File: src/rtl/mie_regs.svh
// Constants for the instruction execute block
`ifndef MIE_REGS_SVH
`define MIE_REGS_SVH
`define MIE_DATA_W        8
`define MIE_PC_W          15
`define MIE_PTR_W         16
`define MIE_FADDR_W       7
`define MIE_OSC_PER_CYC   4
`define MIE_ZERO_BYTE     8'h00
`define MIE_PC_LIT_HI     10
`define MIE_LATCH_HI      6
`define MIE_LATCH_LO_CALL 3
`define MIE_DC_BIT        3
`endif

File: src/rtl/mie_pkg.sv
// Types shared by the instruction execute block
package mie_pkg;
	typedef enum logic [4:0] {
		MIE_OP_NO_OPERATION             = 5'h00,
		MIE_OP_ADD_LITERAL_TO_POINTER   = 5'h01,
		MIE_OP_ADD_LITERAL              = 5'h02,
		MIE_OP_AND_LITERAL              = 5'h03,
		MIE_OP_OR_LITERAL               = 5'h04,
		MIE_OP_AND_REGISTER             = 5'h05,
		MIE_OP_ADD_REGISTER             = 5'h06,
		MIE_OP_ADD_REGISTER_WITH_CARRY  = 5'h07,
		MIE_OP_ARITH_SHIFT_RIGHT        = 5'h08,
		MIE_OP_BIT_CLEAR                = 5'h09,
		MIE_OP_BIT_SET                  = 5'h0A,
		MIE_OP_BIT_TEST_SKIP_CLEAR      = 5'h0B,
		MIE_OP_BIT_TEST_SKIP_SET        = 5'h0C,
		MIE_OP_RELATIVE_BRANCH          = 5'h0D,
		MIE_OP_BRANCH_BY_ACCUMULATOR    = 5'h0E,
		MIE_OP_CALL                     = 5'h0F,
		MIE_OP_CALL_BY_ACCUMULATOR      = 5'h10,
		MIE_OP_WATCHDOG_CLEAR           = 5'h11,
		MIE_OP_CLEAR_REGISTER           = 5'h12,
		MIE_OP_CLEAR_ACCUMULATOR        = 5'h13,
		MIE_OP_COMPLEMENT_REGISTER      = 5'h14,
		MIE_OP_DECREMENT_REGISTER       = 5'h15,
		MIE_OP_DECREMENT_SKIP_ZERO      = 5'h16,
		MIE_OP_INCREMENT_SKIP_ZERO      = 5'h17,
		MIE_OP_ABSOLUTE_BRANCH          = 5'h18
	} mie_op_type;

	typedef enum logic [1:0] {
		MIE_ST_EXEC  = 2'b00,
		MIE_ST_FLUSH = 2'b01,
		MIE_ST_EXTRA = 2'b10
	} mie_state_type;

	// One decoded instruction from the fetch stage
	typedef struct packed {
		mie_op_type  op;
		logic        dest_file;
		logic [6:0]  file_addr;
		logic [2:0]  bit_sel;
		logic        ptr_sel;
		logic [10:0] literal;
		logic        indirect;
	} mie_instr_type;

	// Status flags
	typedef struct packed {
		logic timeout_flag;
		logic powerdown_flag;
		logic zero_flag;
		logic digit_carry_flag;
		logic carry_flag;
	} mie_status_type;
endpackage : mie_pkg

File: src/rtl/mie_execute.sv
// Instruction execute stage of an 8-bit microcontroller core
`timescale 1ns/10ps
`default_nettype none
`include "mie_regs.svh"
module mie_execute
	import mie_pkg::*;
#(
	parameter int DATA_W = `MIE_DATA_W,
	parameter int PC_W   = `MIE_PC_W,
	parameter int PTR_W  = `MIE_PTR_W
) (
	// Clock and reset
	input  wire logic                     core_clk,
	input  wire logic                     reset_n,
	// Decoded instruction from fetch
	input  wire logic                     instr_valid,
	input  wire mie_instr_type            instr,
	output logic                          instr_ready,
	// File register read, same clock, combinational data
	output logic [`MIE_FADDR_W-1:0]       file_rd_addr,
	input  wire logic [DATA_W-1:0]        file_rd_data,
	// File register write
	output logic                          file_wr_en,
	output logic [`MIE_FADDR_W-1:0]       file_wr_addr,
	output logic [DATA_W-1:0]             file_wr_data,
	// Indirect pointers, owned here
	output logic [PTR_W-1:0]              indirect_pointer_pair [2],
	// Program counter and stack push
	input  wire logic [PC_W-1:0]          pc_current,
	input  wire logic [DATA_W-2:0]        pc_high_latch,
	output logic                          pc_load,
	output logic [PC_W-1:0]               pc_target,
	output logic                          stack_push,
	output logic [PC_W-1:0]               stack_top,
	// Watchdog
	output logic                          watchdog_clear,
	// Working register and flags
	output logic [DATA_W-1:0]             accumulator,
	output mie_status_type                status,
	// Phase of the instruction cycle
	output logic [1:0]                    osc_phase,
	output logic                          cycle_strobe
);

	// Encoding fixes the data and counter widths
	if (DATA_W != 8) begin : g_bad_data_w
		$error("mie_execute: DATA_W must be 8");
	end
	if (PC_W != 15) begin : g_bad_pc_w
		$error("mie_execute: PC_W must be 15");
	end
	// Offset sign extension needs more than six pointer bits
	if (PTR_W < 7) begin : g_bad_ptr_w
		$error("mie_execute: PTR_W must exceed 6");
	end

	function automatic logic is_zero(input logic [DATA_W-1:0] v);
		return v == `MIE_ZERO_BYTE;
	endfunction : is_zero

	// One-hot mask for the bit field of bit operations
	function automatic logic [DATA_W-1:0] bit_mask(input logic [2:0] sel);
		logic [DATA_W-1:0] m;
		m      = '0;
		m[sel] = 1'b1;
		return m;
	endfunction : bit_mask

	// Byte operations whose result follows the destination bit
	function automatic logic is_routed_op(input mie_op_type op);
		case (op)
			MIE_OP_AND_REGISTER, MIE_OP_COMPLEMENT_REGISTER,
			MIE_OP_DECREMENT_REGISTER, MIE_OP_ADD_REGISTER,
			MIE_OP_ADD_REGISTER_WITH_CARRY, MIE_OP_ARITH_SHIFT_RIGHT,
			MIE_OP_DECREMENT_SKIP_ZERO, MIE_OP_INCREMENT_SKIP_ZERO: begin
				return 1'b1;
			end
			default: begin
				return 1'b0;
			end
		endcase
	endfunction : is_routed_op

	// Oscillator phase counter; one instruction per four phases
	logic [1:0] next_osc_phase;
	always_comb begin
		next_osc_phase = osc_phase + 2'h1;
	end
	always_ff @(posedge core_clk or negedge reset_n) begin
		if (!reset_n) begin
			osc_phase <= 2'h0;
		end else begin
			osc_phase <= next_osc_phase;
		end
	end
	localparam logic [1:0] LAST_PHASE = 2'(`MIE_OSC_PER_CYC - 1);
	assign cycle_strobe = (osc_phase == LAST_PHASE);

	// Execution state
	mie_state_type  state;
	mie_state_type  next_state;
	logic [DATA_W-1:0] next_accumulator;
	mie_status_type    next_status;
	logic [PTR_W-1:0]  next_ptr [2];
	logic              next_wr_en;
	logic [`MIE_FADDR_W-1:0] next_wr_addr;
	logic [DATA_W-1:0] next_wr_data;
	logic              next_pc_load;
	logic [PC_W-1:0]   next_pc_target;
	logic              next_push;
	logic [PC_W-1:0]   next_stack_top;
	logic              next_wdt_clr;
	logic              extra_pending;
	logic              next_extra_pending;

	logic [DATA_W:0]   sum;
	logic [4:0]        low_sum;
	logic [DATA_W-1:0] addend;
	logic              carry_in;
	logic [DATA_W-1:0] result;
	logic [PC_W-1:0]   pc_inc;
	logic              take;

	assign file_rd_addr = instr.file_addr;
	assign instr_ready  = cycle_strobe && (state == MIE_ST_EXEC);
	assign take         = instr_ready && instr_valid;
	assign pc_inc       = pc_current + 15'h0001;

	always_comb begin
		next_state         = state;
		next_accumulator   = accumulator;
		next_status        = status;
		next_ptr           = indirect_pointer_pair;
		next_wr_en         = 1'b0;
		next_wr_data       = file_wr_data;
		next_wr_addr       = take ? instr.file_addr : file_wr_addr;
		next_pc_load       = 1'b0;
		next_pc_target     = pc_target;
		next_push          = 1'b0;
		next_stack_top     = stack_top;
		next_wdt_clr       = 1'b0;
		next_extra_pending = extra_pending;
		addend             = file_rd_data;
		carry_in           = 1'b0;
		result             = file_rd_data;
		sum                = '0;
		low_sum            = '0;
		if (cycle_strobe) begin
			case (state)
				MIE_ST_EXEC: begin
					if (instr_valid) begin
						// Pointer top bit set means the indirect target is slow
						next_extra_pending = instr.indirect
							&& indirect_pointer_pair[instr.ptr_sel][PTR_W-1];
						if (instr.op == MIE_OP_ADD_LITERAL
							|| instr.op == MIE_OP_AND_LITERAL
							|| instr.op == MIE_OP_OR_LITERAL) begin
							addend = instr.literal[DATA_W-1:0];
						end
						if (instr.op == MIE_OP_ADD_REGISTER_WITH_CARRY) begin
							carry_in = status.carry_flag;
						end
						sum = {1'b0, accumulator} + {1'b0, addend}
							+ {{DATA_W{1'b0}}, carry_in};
						low_sum = {1'b0, accumulator[3:0]} + {1'b0, addend[3:0]}
							+ {4'h0, carry_in};
						case (instr.op)
							MIE_OP_ADD_LITERAL_TO_POINTER: begin
								// Sign extend and wrap modulo pointer range
								next_ptr[instr.ptr_sel] = indirect_pointer_pair[instr.ptr_sel]
									+ PTR_W'({{(PTR_W-6){instr.literal[5]}},
									instr.literal[5:0]});
							end
							MIE_OP_ADD_LITERAL: begin
								next_accumulator = sum[DATA_W-1:0];
								next_status.carry_flag       = sum[DATA_W];
								next_status.digit_carry_flag = low_sum[4];
								next_status.zero_flag        = is_zero(sum[DATA_W-1:0]);
							end
							MIE_OP_AND_LITERAL: begin
								result = accumulator & addend;
								next_accumulator = result;
								next_status.zero_flag = is_zero(result);
							end
							MIE_OP_OR_LITERAL: begin
								result = accumulator | addend;
								next_accumulator = result;
								next_status.zero_flag = is_zero(result);
							end
							MIE_OP_AND_REGISTER, MIE_OP_COMPLEMENT_REGISTER,
							MIE_OP_DECREMENT_REGISTER: begin
								if (instr.op == MIE_OP_AND_REGISTER) begin
									result = accumulator & file_rd_data;
								end else if (instr.op == MIE_OP_COMPLEMENT_REGISTER) begin
									result = ~file_rd_data;
								end else begin
									result = file_rd_data - 8'h01;
								end
								next_status.zero_flag = is_zero(result);
							end
							MIE_OP_ADD_REGISTER, MIE_OP_ADD_REGISTER_WITH_CARRY: begin
								result = sum[DATA_W-1:0];
								next_status.carry_flag       = sum[DATA_W];
								next_status.digit_carry_flag = low_sum[4];
								next_status.zero_flag        = is_zero(result);
							end
							MIE_OP_ARITH_SHIFT_RIGHT: begin
								result = {file_rd_data[7], file_rd_data[7:1]};
								next_status.carry_flag = file_rd_data[0];
								next_status.zero_flag  = is_zero(result);
							end
							MIE_OP_BIT_CLEAR: begin
								result = file_rd_data & ~bit_mask(instr.bit_sel);
							end
							MIE_OP_BIT_SET: begin
								result = file_rd_data | bit_mask(instr.bit_sel);
							end
							MIE_OP_BIT_TEST_SKIP_CLEAR: begin
								if ((file_rd_data & bit_mask(instr.bit_sel)) == '0) begin
									next_state = MIE_ST_FLUSH;
								end
							end
							MIE_OP_BIT_TEST_SKIP_SET: begin
								if ((file_rd_data & bit_mask(instr.bit_sel)) != '0) begin
									next_state = MIE_ST_FLUSH;
								end
							end
							MIE_OP_RELATIVE_BRANCH: begin
								next_pc_load   = 1'b1;
								next_pc_target = pc_inc
									+ PC_W'({{(PC_W-9){instr.literal[8]}}, instr.literal[8:0]});
								next_state     = MIE_ST_FLUSH;
							end
							MIE_OP_BRANCH_BY_ACCUMULATOR: begin
								next_pc_load   = 1'b1;
								next_pc_target = pc_inc + PC_W'(accumulator);
								next_state     = MIE_ST_FLUSH;
							end
							MIE_OP_CALL, MIE_OP_ABSOLUTE_BRANCH: begin
								next_pc_load   = 1'b1;
								next_pc_target = {pc_high_latch[`MIE_LATCH_HI:`MIE_LATCH_LO_CALL],
									instr.literal[`MIE_PC_LIT_HI:0]};
								next_push      = (instr.op == MIE_OP_CALL);
								next_stack_top = next_push ? pc_inc : stack_top;
								next_state     = MIE_ST_FLUSH;
							end
							MIE_OP_CALL_BY_ACCUMULATOR: begin
								next_pc_load   = 1'b1;
								next_pc_target = {pc_high_latch, accumulator};
								next_push      = 1'b1;
								next_stack_top = pc_inc;
								next_state     = MIE_ST_FLUSH;
							end
							MIE_OP_WATCHDOG_CLEAR: begin
								next_wdt_clr = 1'b1;
								next_status.timeout_flag   = 1'b1;
								next_status.powerdown_flag = 1'b1;
							end
							MIE_OP_CLEAR_REGISTER: begin
								result = `MIE_ZERO_BYTE;
								next_status.zero_flag = 1'b1;
							end
							MIE_OP_CLEAR_ACCUMULATOR: begin
								next_accumulator = `MIE_ZERO_BYTE;
								next_status.zero_flag = 1'b1;
							end
							MIE_OP_DECREMENT_SKIP_ZERO, MIE_OP_INCREMENT_SKIP_ZERO: begin
								// No flags change here, unlike plain decrement
								result = (instr.op == MIE_OP_DECREMENT_SKIP_ZERO)
									? file_rd_data - 8'h01 : file_rd_data + 8'h01;
								if (is_zero(result)) begin
									next_state = MIE_ST_FLUSH;
								end
							end
							default: begin
								result = file_rd_data;
							end
						endcase
						// Result routing for byte operations
						if (is_routed_op(instr.op)) begin
							if (instr.dest_file) begin
								next_wr_en   = 1'b1;
								next_wr_data = result;
							end else begin
								next_accumulator = result;
							end
						end else if (instr.op == MIE_OP_BIT_CLEAR || instr.op == MIE_OP_BIT_SET
							|| instr.op == MIE_OP_CLEAR_REGISTER) begin
							next_wr_en   = 1'b1;
							next_wr_data = result;
						end
						if (next_state == MIE_ST_EXEC && next_extra_pending) begin
							next_state         = MIE_ST_EXTRA;
							next_extra_pending = 1'b0;
						end
					end
				end
				MIE_ST_FLUSH: begin
					// Discarded slot runs as a no-operation
					next_state = extra_pending ? MIE_ST_EXTRA : MIE_ST_EXEC;
					next_extra_pending = 1'b0;
				end
				MIE_ST_EXTRA: begin
					next_state = MIE_ST_EXEC;
				end
				default: begin
					next_state = MIE_ST_EXEC;
				end
			endcase
		end
	end

	always_ff @(posedge core_clk or negedge reset_n) begin
		if (!reset_n) begin
			state                    <= MIE_ST_EXEC;
			accumulator              <= '0;
			status                   <= '{timeout_flag: 1'b1, powerdown_flag: 1'b1,
				default: 1'b0};
			indirect_pointer_pair[0] <= '0;
			indirect_pointer_pair[1] <= '0;
			file_wr_en               <= 1'b0;
			file_wr_addr             <= '0;
			file_wr_data             <= '0;
			pc_load                  <= 1'b0;
			pc_target                <= '0;
			stack_push               <= 1'b0;
			stack_top                <= '0;
			watchdog_clear           <= 1'b0;
			extra_pending            <= 1'b0;
		end else begin
			state                    <= next_state;
			accumulator              <= next_accumulator;
			status                   <= next_status;
			indirect_pointer_pair[0] <= next_ptr[0];
			indirect_pointer_pair[1] <= next_ptr[1];
			file_wr_en               <= next_wr_en;
			file_wr_addr             <= next_wr_addr;
			file_wr_data             <= next_wr_data;
			pc_load                  <= next_pc_load;
			pc_target                <= next_pc_target;
			stack_push               <= next_push;
			stack_top                <= next_stack_top;
			watchdog_clear           <= next_wdt_clr;
			extra_pending            <= next_extra_pending;
		end
	end

endmodule : mie_execute
`default_nettype wire

File: config.mk
export PLATFORM = sky130hd
export DESIGN_NAME = mie_execute
export DESIGN_NICKNAME = d
export VERILOG_FILES = /design/src/rtl/mie_pkg.sv /design/src/rtl/mie_execute.sv
export VERILOG_INCLUDE_DIRS = /design/src /design/src/rtl
export SDC_FILE = /design/constraint.sdc
export NUM_CORES = 1
export LEC_CHECK = 0
export CAP_MARGIN = 20
export CORE_ASPECT_RATIO = 0.8
export CORE_MARGIN = 4
export CORE_UTILIZATION = 35
export DETAILED_ROUTE_END_ITERATION = 7
export DONT_BUFFER_PORTS = 1
export SLEW_MARGIN = 20
export SYNTH_ARGS = -nofsm -noshare
export SYNTH_HDL_FRONTEND = slang
export SYNTH_SLANG_ARGS = --single-unit
export TNS_END_PERCENT = 5
File: constraint.sdc
create_clock -name core_clk -period 6.6 [get_ports core_clk]
set_input_delay 0.99 -clock core_clk [delete_from_list [all_inputs] [get_ports core_clk]]
set_output_delay 0.99 -clock core_clk [all_outputs]
set_load 0.02 [all_outputs]
==> results.txt <==
Clock tree synthesis found a total of 97 sinks. In this design, the critical path's most frequently occurring cell is sky130_fd_sc_hd__fa_1. The maximum clock skew at final layout came out at 0.00857 ns. The count of distinct cell types in the synthesized netlist came out at 74. The count of yosys warnings during synthesis came out at 0. The CTS clock-pin slew for the worst setup and hold paths came out at 0.08 ns. The final layout contains routed wiring with a total length of 26100 um. The all-layer global routing usage is 19.8%.

The core region is 22600 um2. The required time of the worst setup path is 6.83 ns. The dominant synthesized flop cell is sky130_fd_sc_hd__dfrtp_1. The number of flops mapped to enable cells by yosys is 0. Ranked by total cell area, the synthesized netlist is headed by sky130_fd_sc_hd__dfrtp_1 (30%), sky130_fd_sc_hd__mux2_2 (9.9%), sky130_fd_sc_hd__ha_1 (7.6%).

The worst setup path category is in -> reg. The antenna cell count came out at 0. The maximum number of pins on one net before global-route repair is 98.

The most common cell in the synthesized netlist is sky130_fd_sc_hd__dfrtp_1. The first-pass GRT wire length is 39400 um. In the final design database the tool counted 1002 nets.

The width of the die is 178 um. The number of global-route vias before repair is 6746. The biggest fanout along the worst timing path is 17. The CTS tree is built.

Max-cap violations in this run came to 0. The routability congestion estimate from global placement is 0.948. The peak supply drop came out at 0.000115 V.

The fraction of registers with async set/reset is 100%. The H-tree depth is 3. Walking the worst path, the cells encountered are nor3b_2, a22oi_1, mux2_2, fa_1, fa_1, a21oi_1, o21ai_0, a2111oi_0, a211oi_1, a221oi_1, o221ai_1. The worst-case clock buffer depth came out at 2. The final hold violation count is 0. The number of placement rows came out at 49.

The die height is 144 um. Buffers placed on the I/O ports in this run total 0. The routed layout has 7051 vias. For this run, design rule violations remaining after detail routing come to 0.

The worst setup path is launched from a primary input. The number of search-and-repair iterations in the first detailed-routing pass is 6. Dividing total power by cell area gives a power density of 221 nW/um2.

The average cell area after synthesis came out at 8.77 um2. The run finished with clean final reports. The multi-input combinational cells in the finished layout cover a total of 5240 um2. The die area came out at 25600 um2. The number of antenna violations at the first check in global routing is 1.

The wire length per cell is 21.8 um. The number of fill cells in the layout came out at 2293. The cell count after synthesis came out at 922.

The actual slew at the worst max-slew pin came out at 1.13 ns. The leakage power of the design came out at 0.00371 uW. The clock latency reported for the late side of the worst-skew pair came out at 0.35 ns.

STA classifies the critical path endpoint as a flop. The final sum of negative setup slack came out at 0 ns. In the final routing, the length of wire on met1 measures 11000 um. Detailed placement finished with a half-perimeter wire length of 20200 um. The total CTS buffers came out at 9. Counting instances in the post-synthesis netlist gives the leading cell types as sky130_fd_sc_hd__dfrtp_1 (97), sky130_fd_sc_hd__nand2_1 (93), sky130_fd_sc_hd__mux2_2 (71), sky130_fd_sc_hd__o21ai_0 (68), sky130_fd_sc_hd__nor2_1 (57). After global routing the overflow that remains totals 0. The tightest min-delay check is of the in -> async type. The starting utilization of the core area is 35.8%. Setup repair after global routing left no endpoint under its margin.

The peak per-stage delay on the critical path is 0.89 ns. The relative slew slack came out at 24.8%. Detailed routing placed a total of 11200 um of wire on met2. The cell area after placement came out at 8270 um2. For this design, the slowest cell found on the critical path is sky130_fd_sc_hd__a22oi_1. In this run, synthesis produced a sequential element count of 97. The fraction of post-synthesis cell area in the top cell type by area came out at 30.0%. The maximum clock frequency came out at 211 MHz. The combined area of all synthesized cells is 8090 um2. After routing the design area is 8550 um2. The number of gates given a new drive strength after cts came out at 0. In this run the remaining antenna-violating nets after routing total 0. The boundary pin count came out at 167.

The post-route clock period utilization came out at 71.8%. The buffer cell driving the clock tree root is sky130_fd_sc_hd__clkbuf_16. The detailed router used layers up to and including met5.

The sum of met3 wire segment lengths after detailed routing is 3140 um. The arrival time of the worst setup path is 4.97 ns. The count of buffers added by post-CTS timing repair for setup is 0. The share of final-layout standard cells stronger than drive strength 1 is 12.8%. In this run, the number of DRC markers left after iteration 0 of detailed routing was 612.

The total count of max-transition violations in the final report is 0. The final critical path time including I/O delays and setup came out at 4.74 ns. The number of buffers inserted for hold repair after clock tree synthesis came out at 0. The via density per instance came out at 5.89.

The part of the Yosys area used for sequential elements came out at 30.0%. The largest total area in the synthesized netlist belongs to sky130_fd_sc_hd__dfrtp_1. The area growth from synthesis to layout is 5.72%. The final number of setup-violating endpoints came out at 0.

The area taken by flip-flops and latches came out at 2430 um2.
-- flip-flops by register name, summed over array words and instances, names as in the netlist --
signal                 count
file_wr_addr               7
file_wr_data               8
extra_pending              1
pc_load                    1
watchdog_clear             1
indirect_pointer_pair     32
pc_target                 15
status                     3
file_wr_en                 1
stack_top                 15
state                      2
osc_phase                  2
stack_push                 1
accumulator                8
-- cell usage in the layout, fill, tap and decap left out, types with 13 or more instances in the layout --
cell type                  Yosys  layout
sky130_fd_sc_hd__a211oi_1     14      14
sky130_fd_sc_hd__a21oi_1      47      47
sky130_fd_sc_hd__a221oi_1     21      21
sky130_fd_sc_hd__dfrtp_1      97      97
sky130_fd_sc_hd__ha_1         49      49
sky130_fd_sc_hd__inv_1        45      45
sky130_fd_sc_hd__mux2_2       71      71
sky130_fd_sc_hd__mux2i_1      13      13
sky130_fd_sc_hd__nand2_1      93      93
sky130_fd_sc_hd__nand3_1      22      22
sky130_fd_sc_hd__nor2_1       57      56
sky130_fd_sc_hd__nor2b_1      16      16
sky130_fd_sc_hd__nor3_1       24      24
sky130_fd_sc_hd__o21ai_0      68      68
sky130_fd_sc_hd__xnor2_1      32      32
sky130_fd_sc_hd__xor2_1       18      18
-- through the flow --
| step | util (%) | hold slack (ns) | std cells | setup WS, ns | total power (uW) |
|---|---|---|---|---|---|
| final | 37.8 | 0.331 | 1198 | 1.86 | 1890 |
| after global routing | 37.8 | 0.305 | 1198 | 1.68 | 2000 |
| after CTS | 37.8 | 0.316 | 1198 | 1.92 | 1910 |
| after detailed placement | 36.6 | 0.513 | 1182 | 1.55 | 1390 |
| after global placement | 36.6 | 0.511 | 1182 | 1.69 | 1390 |
| after floorplan | - | 0.485 | 923 | 1.87 | 1250 |
-- kinds of logic (layout without fill, tap and decap cells) --
logic type | Yosys count | count (layout) | share of synthesized area (%)
XOR/XNOR | 50 | 50 | 5.41
buffers and inverters | 99 | 68 | 5.23
AND/OR/NAND/NOR | 278 | 278 | 17.0
AO/OA/AOI/OAI | 257 | 257 | 21.4
other | 1 | 2 | 0.0464
multiplexers | 87 | 87 | 12.3
adder cells (fa/ha/maj) | 53 | 53 | 8.57
flip-flops | 97 | 97 | 30.0
-- where the power goes --
part	internal, uW	switching (uW)	total (uW)
combinational	220	276	496
clock	259	249	508
sequential	673	216	889
-- layout make-up --
class / count / share of cell area [%]
Clock buffer: 9 / 2.63
Sequential cell: 97 / 28.4
Clock inverter: 7 / 0.629
Inverter: 46 / 2.02
Timing Repair Buffer: 6 / 0.527
Tap cell: 306 / 4.48
Multi-Input combinational cell: 727 / 61.3
-- per-layer routing --
metal | vias to the layer above | global-route usage [%]
met2 | 362 | 30.8
met4 | 2 | 5.41
met5 | - | 0
met1 | 3322 | 25.7
met3 | 61 | 8.07
li1 | 3304 | -
-- critical path, delay by kind of cell --
kind | cells | cell delay [ns]
multiplexers | 1 | 0.47
AO/OA/AOI/OAI | 7 | 2.44
AND/OR/NAND/NOR | 1 | 0.17
adder cells (fa/ha/maj) | 2 | 0.89
-- final timing paths --
path / from / endpoint / slack [ns] / cells after the start
max reg2reg: accumulator[0] / accumulator[6] / 3.33 / 8
min reg2reg: extra_pending / extra_pending / 0.53 / 2
min: reset_n / indirect_pointer_pair[10] / 0.33 / 0
min in group core_clk: extra_pending / extra_pending / 0.53 / 2
max in group asynchronous: reset_n / stack_top[3] / 6.08 / 0
max: instr[26] / accumulator[6] / 1.86 / 11
Note: power is estimated with default switching activity, not from simulation.
